<file path="config.mk">
export PLATFORM = sky130hd
export DESIGN_NAME = pcc_counter
export DESIGN_NICKNAME = d
export VERILOG_FILES = /design/src/logic/pcc_pkg.sv /design/src/logic/pcc_filter.sv /design/src/logic/pcc_counter.sv
export SDC_FILE = /design/constraint.sdc
export NUM_CORES = 1
export LEC_CHECK = 0
export BUFFER_PORTS_ARGS = -buffer_cell sky130_fd_sc_hd__buf_4
export CORE_MARGIN = 5
export CORE_UTILIZATION = 30
export CTS_CLUSTER_SIZE = 16
export DETAILED_ROUTE_END_ITERATION = 16
export GPL_ROUTABILITY_DRIVEN = 0
export PLACE_DENSITY = 0.43
export SYNTH_ARGS = -nofsm -noshare
export SYNTH_HDL_FRONTEND = slang
export SYNTH_HIERARCHICAL = 1
export SYNTH_SLANG_ARGS = --single-unit
</file>
<file path="constraint.sdc">
create_clock -name core_clk -period 7.2 [get_ports core_clk]
set_input_delay 1.44 -clock core_clk [delete_from_list [all_inputs] [get_ports core_clk]]
set_output_delay 1.44 -clock core_clk [all_outputs]
set_load 0.02 [all_outputs]
</file>
<file path="src/logic/pcc_pkg.sv">
// constants, field layout and mode codes of the pulse counter channel
// assumes a 25 MHz core clock and an apb slave with byte addresses
package pcc_pkg;

  // ***************************************************
  // register offsets
  // ***************************************************
  localparam logic [7:0] PCC_OFF_CTRL = 8'h00;
  localparam logic [7:0] PCC_OFF_CMD = 8'h04;
  localparam logic [7:0] PCC_OFF_PRESET = 8'h08;
  localparam logic [7:0] PCC_OFF_UPPER = 8'h0c;
  localparam logic [7:0] PCC_OFF_LOWER = 8'h10;
  localparam logic [7:0] PCC_OFF_FILT = 8'h14;
  localparam logic [7:0] PCC_OFF_COUNT = 8'h18;
  localparam logic [7:0] PCC_OFF_STATUS = 8'h1c;

  // ***************************************************
  // field positions
  // ***************************************************
  localparam int PCC_CTRL_METHOD_LSB = 0;
  localparam int PCC_CTRL_MULT_BIT = 2;
  localparam int PCC_CTRL_OP_LSB = 4;
  localparam int PCC_CTRL_ZCOND_LSB = 8;
  localparam int PCC_CTRL_ENSEL_BIT = 10;
  localparam int PCC_CTRL_RING_BIT = 11;
  localparam int PCC_CTRL_REV_BIT = 12;
  localparam int PCC_CTRL_CAPUSE_LSB = 16;
  localparam int PCC_CMD_CEN_BIT = 0;
  localparam int PCC_CMD_RST_BIT = 1;
  localparam int PCC_CMD_PRE_BIT = 2;
  localparam int PCC_FILT_W = 16;

  // ***************************************************
  // reset values
  // ***************************************************
  localparam logic [31:0] PCC_CTRL_RST = 32'h0000_0000;
  localparam logic [31:0] PCC_PRESET_RST = 32'h0000_0000;
  localparam logic [31:0] PCC_UPPER_RST = 32'h7fff_ffff;
  localparam logic [31:0] PCC_LOWER_RST = 32'h8000_0000;

  // ***************************************************
  // timing
  // ***************************************************
  localparam int PCC_CLK_PERIOD_NS = 40;
  localparam int PCC_FILT_TIME_NS = 2000;
  localparam logic [PCC_FILT_W-1:0] PCC_FILT_CYCLES =
    PCC_FILT_W'((PCC_FILT_TIME_NS + PCC_CLK_PERIOD_NS - 1) / PCC_CLK_PERIOD_NS);

  // ***************************************************
  // mode codes
  // ***************************************************
  typedef enum logic [1:0] {
    PCC_TWO_PHASE = 2'h0,
    PCC_INDIV = 2'h1,
    PCC_DIRDET = 2'h2
  } pcc_method_t;

  typedef enum logic [2:0] {
    PCC_OP_SIMPLE = 3'h0,
    PCC_OP_RESET = 3'h1,
    PCC_OP_PRESET = 3'h2,
    PCC_OP_ENABLE = 3'h3,
    PCC_OP_EN_RESET = 3'h4,
    PCC_OP_EN_PRESET = 3'h5
  } pcc_op_t;

  typedef enum logic [1:0] {
    PCC_Z_RISE = 2'h0,
    PCC_Z_FALL = 2'h1,
    PCC_Z_HIGH = 2'h2,
    PCC_Z_LOW = 2'h3
  } pcc_zcond_t;

endpackage

</file>
<file path="src/logic/pcc_filter.sv">
// input time-constant filter for one count input
// assumes the raw input is synchronous to core_clk
`timescale 1ns/100ps
`default_nettype none
module pcc_filter
  import pcc_pkg::*;
(
  input wire logic core_clk,
  input wire logic resetn,
  input wire logic raw,
  input wire logic [PCC_FILT_W-1:0] tc,
  output logic filt
);

  logic [PCC_FILT_W-1:0] cnt;

  // new level passes only after it stood for tc cycles
  always_ff @(posedge core_clk or negedge resetn) begin
    if (!resetn) begin
      cnt <= '0;
      filt <= 1'b0;
    end else if (raw == filt) begin
      cnt <= '0;
    end else if (cnt + 16'h0001 >= tc) begin
      cnt <= '0;
      filt <= raw;
    end else begin
      cnt <= cnt + 16'h0001;
    end
  end
endmodule
`default_nettype wire

</file>
<file path="src/logic/pcc_counter.sv">
// one pulse counter channel with apb register access
// assumes count and control pins synchronous to core_clk, apb master on core_clk
// Operation
// three count methods selectable: two-phase, individual, direction detection.
// two-phase decodes quadrature, 2x or 4x, direction by phase order.
// individual: A adds, B subtracts, 1x or 2x.
// direction detection: A pulses counted, B level selects direction.
// simple operation counts regardless of Z and control inputs.
// reset operation clears count on chosen Z edge or level.
// preset operation loads preset on chosen Z edge or level.
// enable operation counts only while chosen control 0 or 1 active.
// enable reset counts while enabled, clears when enable turns on.
// enable preset counts while enabled, loads preset when enable turns on.
// program reset and preset requests accepted any time.
// control used for counting cannot also serve capture; refused.
// simple, reset, preset operations need count enable request set.
// A and B filtered by time constant, default 2.0us.
// upper limit defaults 2147483647, lower limit -2147483648.
// direction setting, reversed inverts add and subtract.
// linear counter holds at upper or lower limit.
// ring counter wraps between limits and continues.
// 4x counts all A and B edges; 2x both A edges.
// 1x counts rising edges; 2x counts both edges.
`timescale 1ns/100ps
`default_nettype none
module pcc_counter
  import pcc_pkg::*;
(
  input wire logic core_clk,
  input wire logic resetn,
  input wire logic psel,
  input wire logic penable,
  input wire logic pwrite,
  input wire logic [7:0] paddr,
  input wire logic [31:0] pwdata,
  output logic [31:0] prdata,
  output logic pready,
  output logic pslverr,
  input wire logic in_a,
  input wire logic in_b,
  input wire logic in_z,
  input wire logic ctl0,
  input wire logic ctl1,
  output logic [31:0] count_value,
  output logic count_enabled
);

  // ***************************************************
  // functions
  // ***************************************************
  function automatic logic ctl_conflict(input logic [31:0] v);
    logic [1:0] used;
    used = 2'b00;
    if (v[PCC_CTRL_OP_LSB +: 3] >= PCC_OP_ENABLE) begin
      used = v[PCC_CTRL_ENSEL_BIT] ? 2'b10 : 2'b01;
    end
    return |(used & v[PCC_CTRL_CAPUSE_LSB +: 2]);
  endfunction

  function automatic logic mapped(input logic [7:0] a);
    return (a[1:0] == 2'b00) && (a <= PCC_OFF_STATUS);
  endfunction

  function automatic logic signed [31:0] apply_step(
    input logic signed [31:0] cur, input logic up, input logic ring,
    input logic signed [31:0] hi, input logic signed [31:0] lo);
    logic signed [31:0] r;
    r = cur;
    if (up) begin
      if (cur >= hi) begin
        r = ring ? lo : hi;
      end else begin
        r = cur + 32'sh0000_0001;
      end
    end else begin
      if (cur <= lo) begin
        r = ring ? hi : lo;
      end else begin
        r = cur - 32'sh0000_0001;
      end
    end
    return r;
  endfunction

  // ***************************************************
  // registers
  // ***************************************************
  logic [31:0] ctrl;
  logic cen_req;
  logic signed [31:0] preset_val;
  logic signed [31:0] upper;
  logic signed [31:0] lower;
  logic [PCC_FILT_W-1:0] filt_tc;
  logic signed [31:0] count;
  logic fa, fb, fz, fa_d, fb_d, fz_d, en_d;

  pcc_method_t method;
  pcc_op_t op;
  pcc_zcond_t zcond;
  logic mult, ring, rev, ensel;
  assign method = pcc_method_t'(ctrl[PCC_CTRL_METHOD_LSB +: 2]);
  assign op = pcc_op_t'(ctrl[PCC_CTRL_OP_LSB +: 3]);
  assign zcond = pcc_zcond_t'(ctrl[PCC_CTRL_ZCOND_LSB +: 2]);
  assign mult = ctrl[PCC_CTRL_MULT_BIT];
  assign ring = ctrl[PCC_CTRL_RING_BIT];
  assign rev = ctrl[PCC_CTRL_REV_BIT];
  assign ensel = ctrl[PCC_CTRL_ENSEL_BIT];

  // ***************************************************
  // apb slave
  // ***************************************************
  logic acc, wr, bad, ctrl_refused, cmd_rst, cmd_pre;
  assign acc = psel && penable;
  assign ctrl_refused = (paddr == PCC_OFF_CTRL) && ctl_conflict(pwdata);
  assign bad = !mapped(paddr) || (pwrite && ctrl_refused);
  assign wr = acc && pwrite && !bad;
  assign pready = 1'b1;
  assign pslverr = acc && bad;
  assign cmd_rst = wr && (paddr == PCC_OFF_CMD) && pwdata[PCC_CMD_RST_BIT];
  assign cmd_pre = wr && (paddr == PCC_OFF_CMD) && pwdata[PCC_CMD_PRE_BIT];

  always_ff @(posedge core_clk or negedge resetn) begin
    if (!resetn) begin
      ctrl <= PCC_CTRL_RST;
      cen_req <= 1'b0;
      preset_val <= PCC_PRESET_RST;
      upper <= PCC_UPPER_RST;
      lower <= PCC_LOWER_RST;
      filt_tc <= PCC_FILT_CYCLES;
    end else if (wr) begin
      unique case (paddr)
        PCC_OFF_CTRL: ctrl <= pwdata;
        PCC_OFF_CMD: cen_req <= pwdata[PCC_CMD_CEN_BIT];
        PCC_OFF_PRESET: preset_val <= pwdata;
        PCC_OFF_UPPER: upper <= pwdata;
        PCC_OFF_LOWER: lower <= pwdata;
        PCC_OFF_FILT: filt_tc <= pwdata[PCC_FILT_W-1:0];
        default: ;
      endcase
    end
  end

  // read data captured in the setup cycle
  always_ff @(posedge core_clk or negedge resetn) begin
    if (!resetn) begin
      prdata <= '0;
    end else if (psel && !penable && !pwrite) begin
      unique case (paddr)
        PCC_OFF_CTRL: prdata <= ctrl;
        PCC_OFF_CMD: prdata <= {31'h0000_0000, cen_req};
        PCC_OFF_PRESET: prdata <= preset_val;
        PCC_OFF_UPPER: prdata <= upper;
        PCC_OFF_LOWER: prdata <= lower;
        PCC_OFF_FILT: prdata <= {16'h0000, filt_tc};
        PCC_OFF_COUNT: prdata <= count;
        PCC_OFF_STATUS: prdata <= {28'h000_0000, count_enabled, fz, fb, fa};
        default: prdata <= '0;
      endcase
    end
  end

  // ***************************************************
  // input filters and edge history
  // ***************************************************
  pcc_filter u_filt_a (.core_clk(core_clk), .resetn(resetn), .raw(in_a), .tc(filt_tc),
    .filt(fa));
  pcc_filter u_filt_b (.core_clk(core_clk), .resetn(resetn), .raw(in_b), .tc(filt_tc),
    .filt(fb));
  pcc_filter u_filt_z (.core_clk(core_clk), .resetn(resetn), .raw(in_z), .tc(filt_tc),
    .filt(fz));

  logic en_sig;
  assign en_sig = ensel ? ctl1 : ctl0;

  always_ff @(posedge core_clk or negedge resetn) begin
    if (!resetn) begin
      fa_d <= 1'b0;
      fb_d <= 1'b0;
      fz_d <= 1'b0;
      en_d <= 1'b0;
    end else begin
      fa_d <= fa;
      fb_d <= fb;
      fz_d <= fz;
      en_d <= en_sig;
    end
  end

  // ***************************************************
  // decode of count pulses
  // ***************************************************
  logic a_chg, b_chg, a_rise, b_rise, raw_up, raw_dn, step_up, step_dn;
  assign a_chg = fa ^ fa_d;
  assign b_chg = fb ^ fb_d;
  assign a_rise = fa && !fa_d;
  assign b_rise = fb && !fb_d;

  always_comb begin
    raw_up = 1'b0;
    raw_dn = 1'b0;
    unique case (method)
      PCC_TWO_PHASE: begin
        // simultaneous A and B change is a phase error and ignored
        if ((a_chg && !b_chg) || (mult && b_chg && !a_chg)) begin
          raw_up = fa ^ fb_d;
          raw_dn = !(fa ^ fb_d);
        end
      end
      PCC_INDIV: begin
        raw_up = mult ? a_chg : a_rise;
        raw_dn = mult ? b_chg : b_rise;
      end
      PCC_DIRDET: begin
        if (mult ? a_chg : a_rise) begin
          raw_up = !fb;
          raw_dn = fb;
        end
      end
      default: ;
    endcase
  end

  // add and subtract at once cancel
  assign step_up = (rev ? raw_dn : raw_up) && !(raw_up && raw_dn);
  assign step_dn = (rev ? raw_up : raw_dn) && !(raw_up && raw_dn);

  // ***************************************************
  // count operation
  // ***************************************************
  logic z_evt, en_rise, clear, load;
  assign en_rise = en_sig && !en_d;

  always_comb begin
    unique case (zcond)
      PCC_Z_RISE: z_evt = fz && !fz_d;
      PCC_Z_FALL: z_evt = !fz && fz_d;
      PCC_Z_HIGH: z_evt = fz;
      PCC_Z_LOW: z_evt = !fz;
    endcase
  end

  assign count_enabled = (op >= PCC_OP_ENABLE) ? en_sig : cen_req;
  assign clear = cmd_rst || (op == PCC_OP_RESET && z_evt)
    || (op == PCC_OP_EN_RESET && en_rise);
  assign load = cmd_pre || (op == PCC_OP_PRESET && z_evt)
    || (op == PCC_OP_EN_PRESET && en_rise);

  always_ff @(posedge core_clk or negedge resetn) begin
    if (!resetn) begin
      count <= '0;
    end else if (clear) begin
      count <= '0;
    end else if (load) begin
      count <= preset_val;
    end else if (count_enabled && (step_up || step_dn)) begin
      count <= apply_step(count, step_up, ring, upper, lower);
    end
  end

  assign count_value = count;
endmodule
`default_nettype wire

</file>
# Word level (Yosys, flattened, before mapping)

Cells that the tools add are included.

Output and inout port bits: 67
Input port bits: 50
Logic and storage cells: 151
Flip-flop bits (word level): 264

Order comparisons: 8
Muxes and demuxes: 30
Add/subtract/negate cells: 5
Bitwise operators: 7
Equal/unequal tests: 19
Reduce and logical (&&, ||, !) cells: 64

Operators with widths:

| kind                                                                                 | count |
|---|---|
| 32-bit 2-to-1 mux                                                                    | 8 |
| 32-bit one-hot mux with 8 select lines                                               | 1 |
| 16-bit 2-to-1 mux                                                                    | 6 |
| 16-bit by 1-bit adder with 16-bit output (second input constant)                     | 3 |
| 16-bit greater-or-equal comparator                                                   | 3 |
| 32-bit by 2-bit adder with 32-bit output (second input constant)                     | 1 |
| 8-bit by 5-bit == test with 1-bit output (second input constant)                     | 4 |
| 32-bit greater-or-equal comparator                                                   | 1 |
| 32-bit less-or-equal comparator                                                      | 1 |
| 32-bit by 2-bit subtractor with 32-bit output (second input constant)                | 1 |
| 1-bit logical AND                                                                    | 28 |
| 2-bit AND reduction                                                                  | 9 |
| 8-bit by 4-bit == test with 1-bit output (second input constant)                     | 2 |
| 1-bit logical NOT                                                                    | 14 |
| 1-bit 2-to-1 mux                                                                     | 10 |
| 8-bit by 3-bit == test with 1-bit output (second input constant)                     | 1 |
| 8-bit by 5-bit less-or-equal comparator with 1-bit output (second input constant)    | 1 |
| 8-bit logical NOT                                                                    | 1 |
| 1-bit logical OR                                                                     | 7 |
| 2-bit == test (second input constant)                                                | 3 |
| 3-bit == test (second input constant)                                                | 2 |
| 3-bit by 2-bit greater-or-equal comparator with 1-bit output (second input constant) | 2 |
| 2-bit logical NOT                                                                    | 3 |
| 1-bit one-hot mux with 3 select lines                                                | 2 |
| 11 further kinds                                                                     | 19 |

# Logic depth before layout (Yosys ltp)

Depth in word-level cells: 15
Depth in mapped cells: 14
Mapped depth without buffers: 10

# Hierarchy

The synthesis kept the hierarchy.

Modules (own cells, without submodules):

| module                     | instances | sequential area each (µm²) | cells each | area an instance (µm²) |
|---|---|---|---|---|
| pcc_counter                | 1         | 5373.9                     | 1378       | 13756.9 |
| pcc_filter at u_filt_b ... | 2         | 425.4                      | 132        | 1280.0 |
| pcc_filter at u_filt_a     | 1         | 425.4                      | 126        | 1246.2 |

# Least setup slack after synthesis

OpenSTA, ideal clock, no wires.

Path kind: input to output
From: input paddr[1]
To: output pslverr
Buffers on the path: 2
Required time: 5.760 ns
Slack: 2.637 ns
Data arrival time: 3.123 ns
Stages: 6
Path through: or4_1 buf_2 nor3_4 clkbuf_1 a211oi_1 nor2_1

Cells in the longest elaborated chain, start to end: 5
Elaborated cells on any way between the ends: 9
Classes of those cells: order compare (1); reduce/logical (8)

RTL lines:

| element                                                                                 | RTL line                              | text |
|---|---|---|
| start: declaration                                                                      | pcc_counter.sv:34                     | `input wire logic [7:0] paddr,` |
| 8-bit by 5-bit less-or-equal comparator with 1-bit output, or another cell as far along | pcc_counter.sv:61                     | `return (a[1:0] == 2'b00) && (a <= PCC_OFF_STATUS);` |
| 1-bit logical AND, on equally long branches                                             | pcc_counter.sv:61, pcc_counter.sv:114 |  |
| 1-bit logical NOT / 1-bit logical AND (equally long branches)                           | pcc_counter.sv:115                    | `assign bad = !mapped(paddr) \|\| (pwrite && ctrl_refused);` |
| 1-bit logical OR *                                                                      | pcc_counter.sv:115                    |  |
| 1-bit logical AND *                                                                     | pcc_counter.sv:118                    | `assign pslverr = acc && bad;` |
| end: declaration                                                                        | pcc_counter.sv:38                     | `output logic pslverr,` |

Every way passes the cells marked *; elsewhere a longest branch is shown, timed or not.

# Worst setup path in the final report

Ends and elaborated chain as after synthesis.

==> impl_metrics.yaml <==
run_status:
  outcome: "finished, final reports clean"
cts:
  path_clk_slew_ns: 0.05
  numCtsBuffers: 37
  clock_path_buffers: 3
  post-cts-setup-buffers: 0
  h-tree-depth: 2
  cts_tree: "yes"
  cts_hold_buf: 0
  cts_resized: 0
  clk_latency_ns: 0.56
  cts_root_buffer: "clkbuf_16"
  numClockSinks: 264
sta:
  finalHoldViolations: 0
  setup_viol: 0
  period_needed_ns: 5.055
  grt_setup_unrepaired: "no"
  worstMarginPinSlew_ns: 1.323
  tns_ns: 0
  finalMaxSlewViolations: 0
  timing.hold.ws_ns: 0.4984
  clock_skew_ns: 0.02735
  max_slew_margin: 0.1171
  clock.fmax_mhz: 197.8
  post-route-period-util: 0.7021
pwr:
  powerDensity_nw_per_um2: 185.3
  p_leak_nw: 8.817
  p_total_mw: 3.795
  peakVddDrop_mv: 0.1295
grt:
  antenna_found_initial: 0
  grt_pass1_vias: 14160
  grt_max_degree: 132
  grt-ovfl-total: 0
  grt_usage: 0.1838
  grt_pass1_wl_um: 90710
worst_setup_path:
  max_stage_delay_ns: 0.73
  arrival_ns: 3.62
  cp_slowest_cell: "or4_1"
  crit_fanout: 34
  crit_type: "primary input to output port"
  cp_common_cell: "buf_4"
  crit_path_start_kind: "primary input"
  path_cells: "buf_4 > or4_1 > nor3_4 > buf_4 > a211oi_1 > nor2_1 > buf_4"
  cp.required_ns: 5.76
  critPathCaptureType: "output port"
detailed_routing:
  viasPerCell: 5.350
  vias: 14090
  drtIter0Drc: 1192
  drcViolationCount: 0
  drt-total-wl_um: 59820
  firstDrtPassIters: 7
  wl_per_cell_um: 22.72
  ant_nets: 0
synthesis:
  ys_async_sr_fraction: 1.000
  netlist_area_um2: 17560
  ys_warn_count: 6
  ys.flop_type: "dfrtp_1"
  synth_nets: 1937
  avgSynthCellArea_um2: 9.934
  yosys.cell_types.count: 85
  postSynthRegisterBits: 264
  synth_edf_count: 0
  postSynthCellCount: 1768
  synth-seq-area-share: 0.3786
final_layout:
  postLayoutCoreUtil: 0.3542
  layout-drive-gt1-share: 0.2491
  finalNonFillerCells: 2633
  final_nets: 2008
  final_common_cell: "dfrtp_1"
  areaGrowthSynthToFinish_pct: 16.58
  final_cell_mix: "228 x dfrtp_1, 151 x mux2_2, 134 x buf_4"
job:
  cap_viol_max_count: 0
floorplan:
  row_count: 88
  die_area_um2: 63480
  die_h_um: 252.0
  ios: 117
  start_util: 0.3038
  die_w_um: 252.0
  coreArea_um2: 57810
place:
  dp_hpwl_um: 41730
  dp_cells: 2565
  portBuffers: 115
min_path:
  worstHoldPathType: "flip-flop to flip-flop"
[layout make-up]
class / instances / area, µm²
diodes: 1 / 2.502
clock buffers: 53 / 1106
well taps: 765 / 957.2
multi-input cells: 1272 / 10050
clock inverters: 14 / 181.4
repair buffers: 136 / 1041
inverters: 128 / 480.5
flip-flops and latches: 264 / 6654
fillers: 5885 / 37330
[per-stage QoR]
step | area (µm²) | worst slack, ns
6_report | 20480 | 2.145
5_1_grt | 20470 | 2.114
4_1_cts | 20470 | 2.179
3_5_place_dp | 19190 | 1.664
3_3_place_gp | 19190 | 1.854
2_1_floorplan | 17560 | 2.637
[sequential cells by signal, indices dropped and copies added, names as in the netlist]
signal         flops
count_value       32
cen_req            1
u_filt_b/cnt      16
u_filt_a/cnt      16
fb_d               1
u_filt_b/filt      1
fa_d               1
u_filt_a/filt      1
en_d               1
fz_d               1
ctrl              32
upper             32
u_filt_z/cnt      16
preset_val        32
lower             32
prdata            32
u_filt_z/filt      1
filt_tc           16
[report_power, final]
group	switching [mW]	internal (mW)	total [mW]
sequential	0.0233	1.52	1.54
clock	0.725	1.21	1.94
combinational	0.199	0.119	0.318
[logic make-up after synthesis]
family	share of synthesized area
fa+ha+maj	0.08478
simple gates	0.1489
mux	0.1410
buf+inv	0.05236
other cells	0.0002135
compound gates	0.1433
flops	0.3786
xor+xnor	0.05079
[layer usage]
metal	track usage	up-vias	wire length (µm)
met5	0	-	0
met4	0.04172	0	1096
met3	0.02433	57	2414
met2	0.3061	320	28520
met1	0.2558	7102	27780
li1	-	6608	-
[Yosys cell counts, drive strengths merged, types with 8 or more instances]
| master | n | area [µm²] |
|---|---|---|
| and4 | 16 | 150.1 |
| nand3 | 53 | 265.3 |
| dfrtp | 229 | 5731 |
| nand2 | 98 | 367.9 |
| a21o | 16 | 120.1 |
| buf | 35 | 180.2 |
| a31oi | 23 | 158.9 |
| nand2b | 10 | 62.56 |
| ha | 119 | 1489 |
| a22o | 13 | 113.9 |
| dfstp | 35 | 919.6 |
| a221oi | 9 | 78.83 |
| nor3 | 42 | 226.5 |
| nor2b | 36 | 305.3 |
| nor2 | 103 | 396.6 |
| o21ai | 66 | 330.3 |
| nand4 | 37 | 250.2 |
| a21oi | 71 | 355.3 |
| mux2i | 76 | 760.7 |
| and3 | 8 | 55.05 |
| xnor2 | 62 | 543.0 |
| clkbuf | 69 | 259.0 |
| and2b | 17 | 142.6 |
| a22oi | 38 | 285.3 |
| or3 | 13 | 86.33 |
| mux2 | 152 | 1715 |
| xor2 | 39 | 349.1 |
| a211oi | 29 | 222.7 |
| nor4 | 14 | 102.6 |
| o211ai | 11 | 82.58 |
| a222oi | 37 | 370.4 |
| inv | 128 | 480.5 |
[worst paths after layout]
kind                                 start              end  slack [ns]  cells after the start
setup / recovery                  paddr[1]          pslverr        2.14                      7
hold / removal                  prdata[31]       prdata[31]        0.50                      1
setup reg to reg           count_value[11]  count_value[28]        2.94                      9
hold reg to reg                 prdata[31]       prdata[31]        0.50                      1
max in group asynchronous           resetn         ctrl[11]        4.94                      2
min in group asynchronous           resetn       prdata[26]        0.84                      1
[critical path, delay by kind of cell]
| family | cells | cell delay [ns] |
|---|---|---|
| simple gates | 3 | 1.15 |
| compound gates | 1 | 0.24 |
| buf+inv | 3 | 0.77 |
Note: power is estimated with default switching activity, not from simulation.
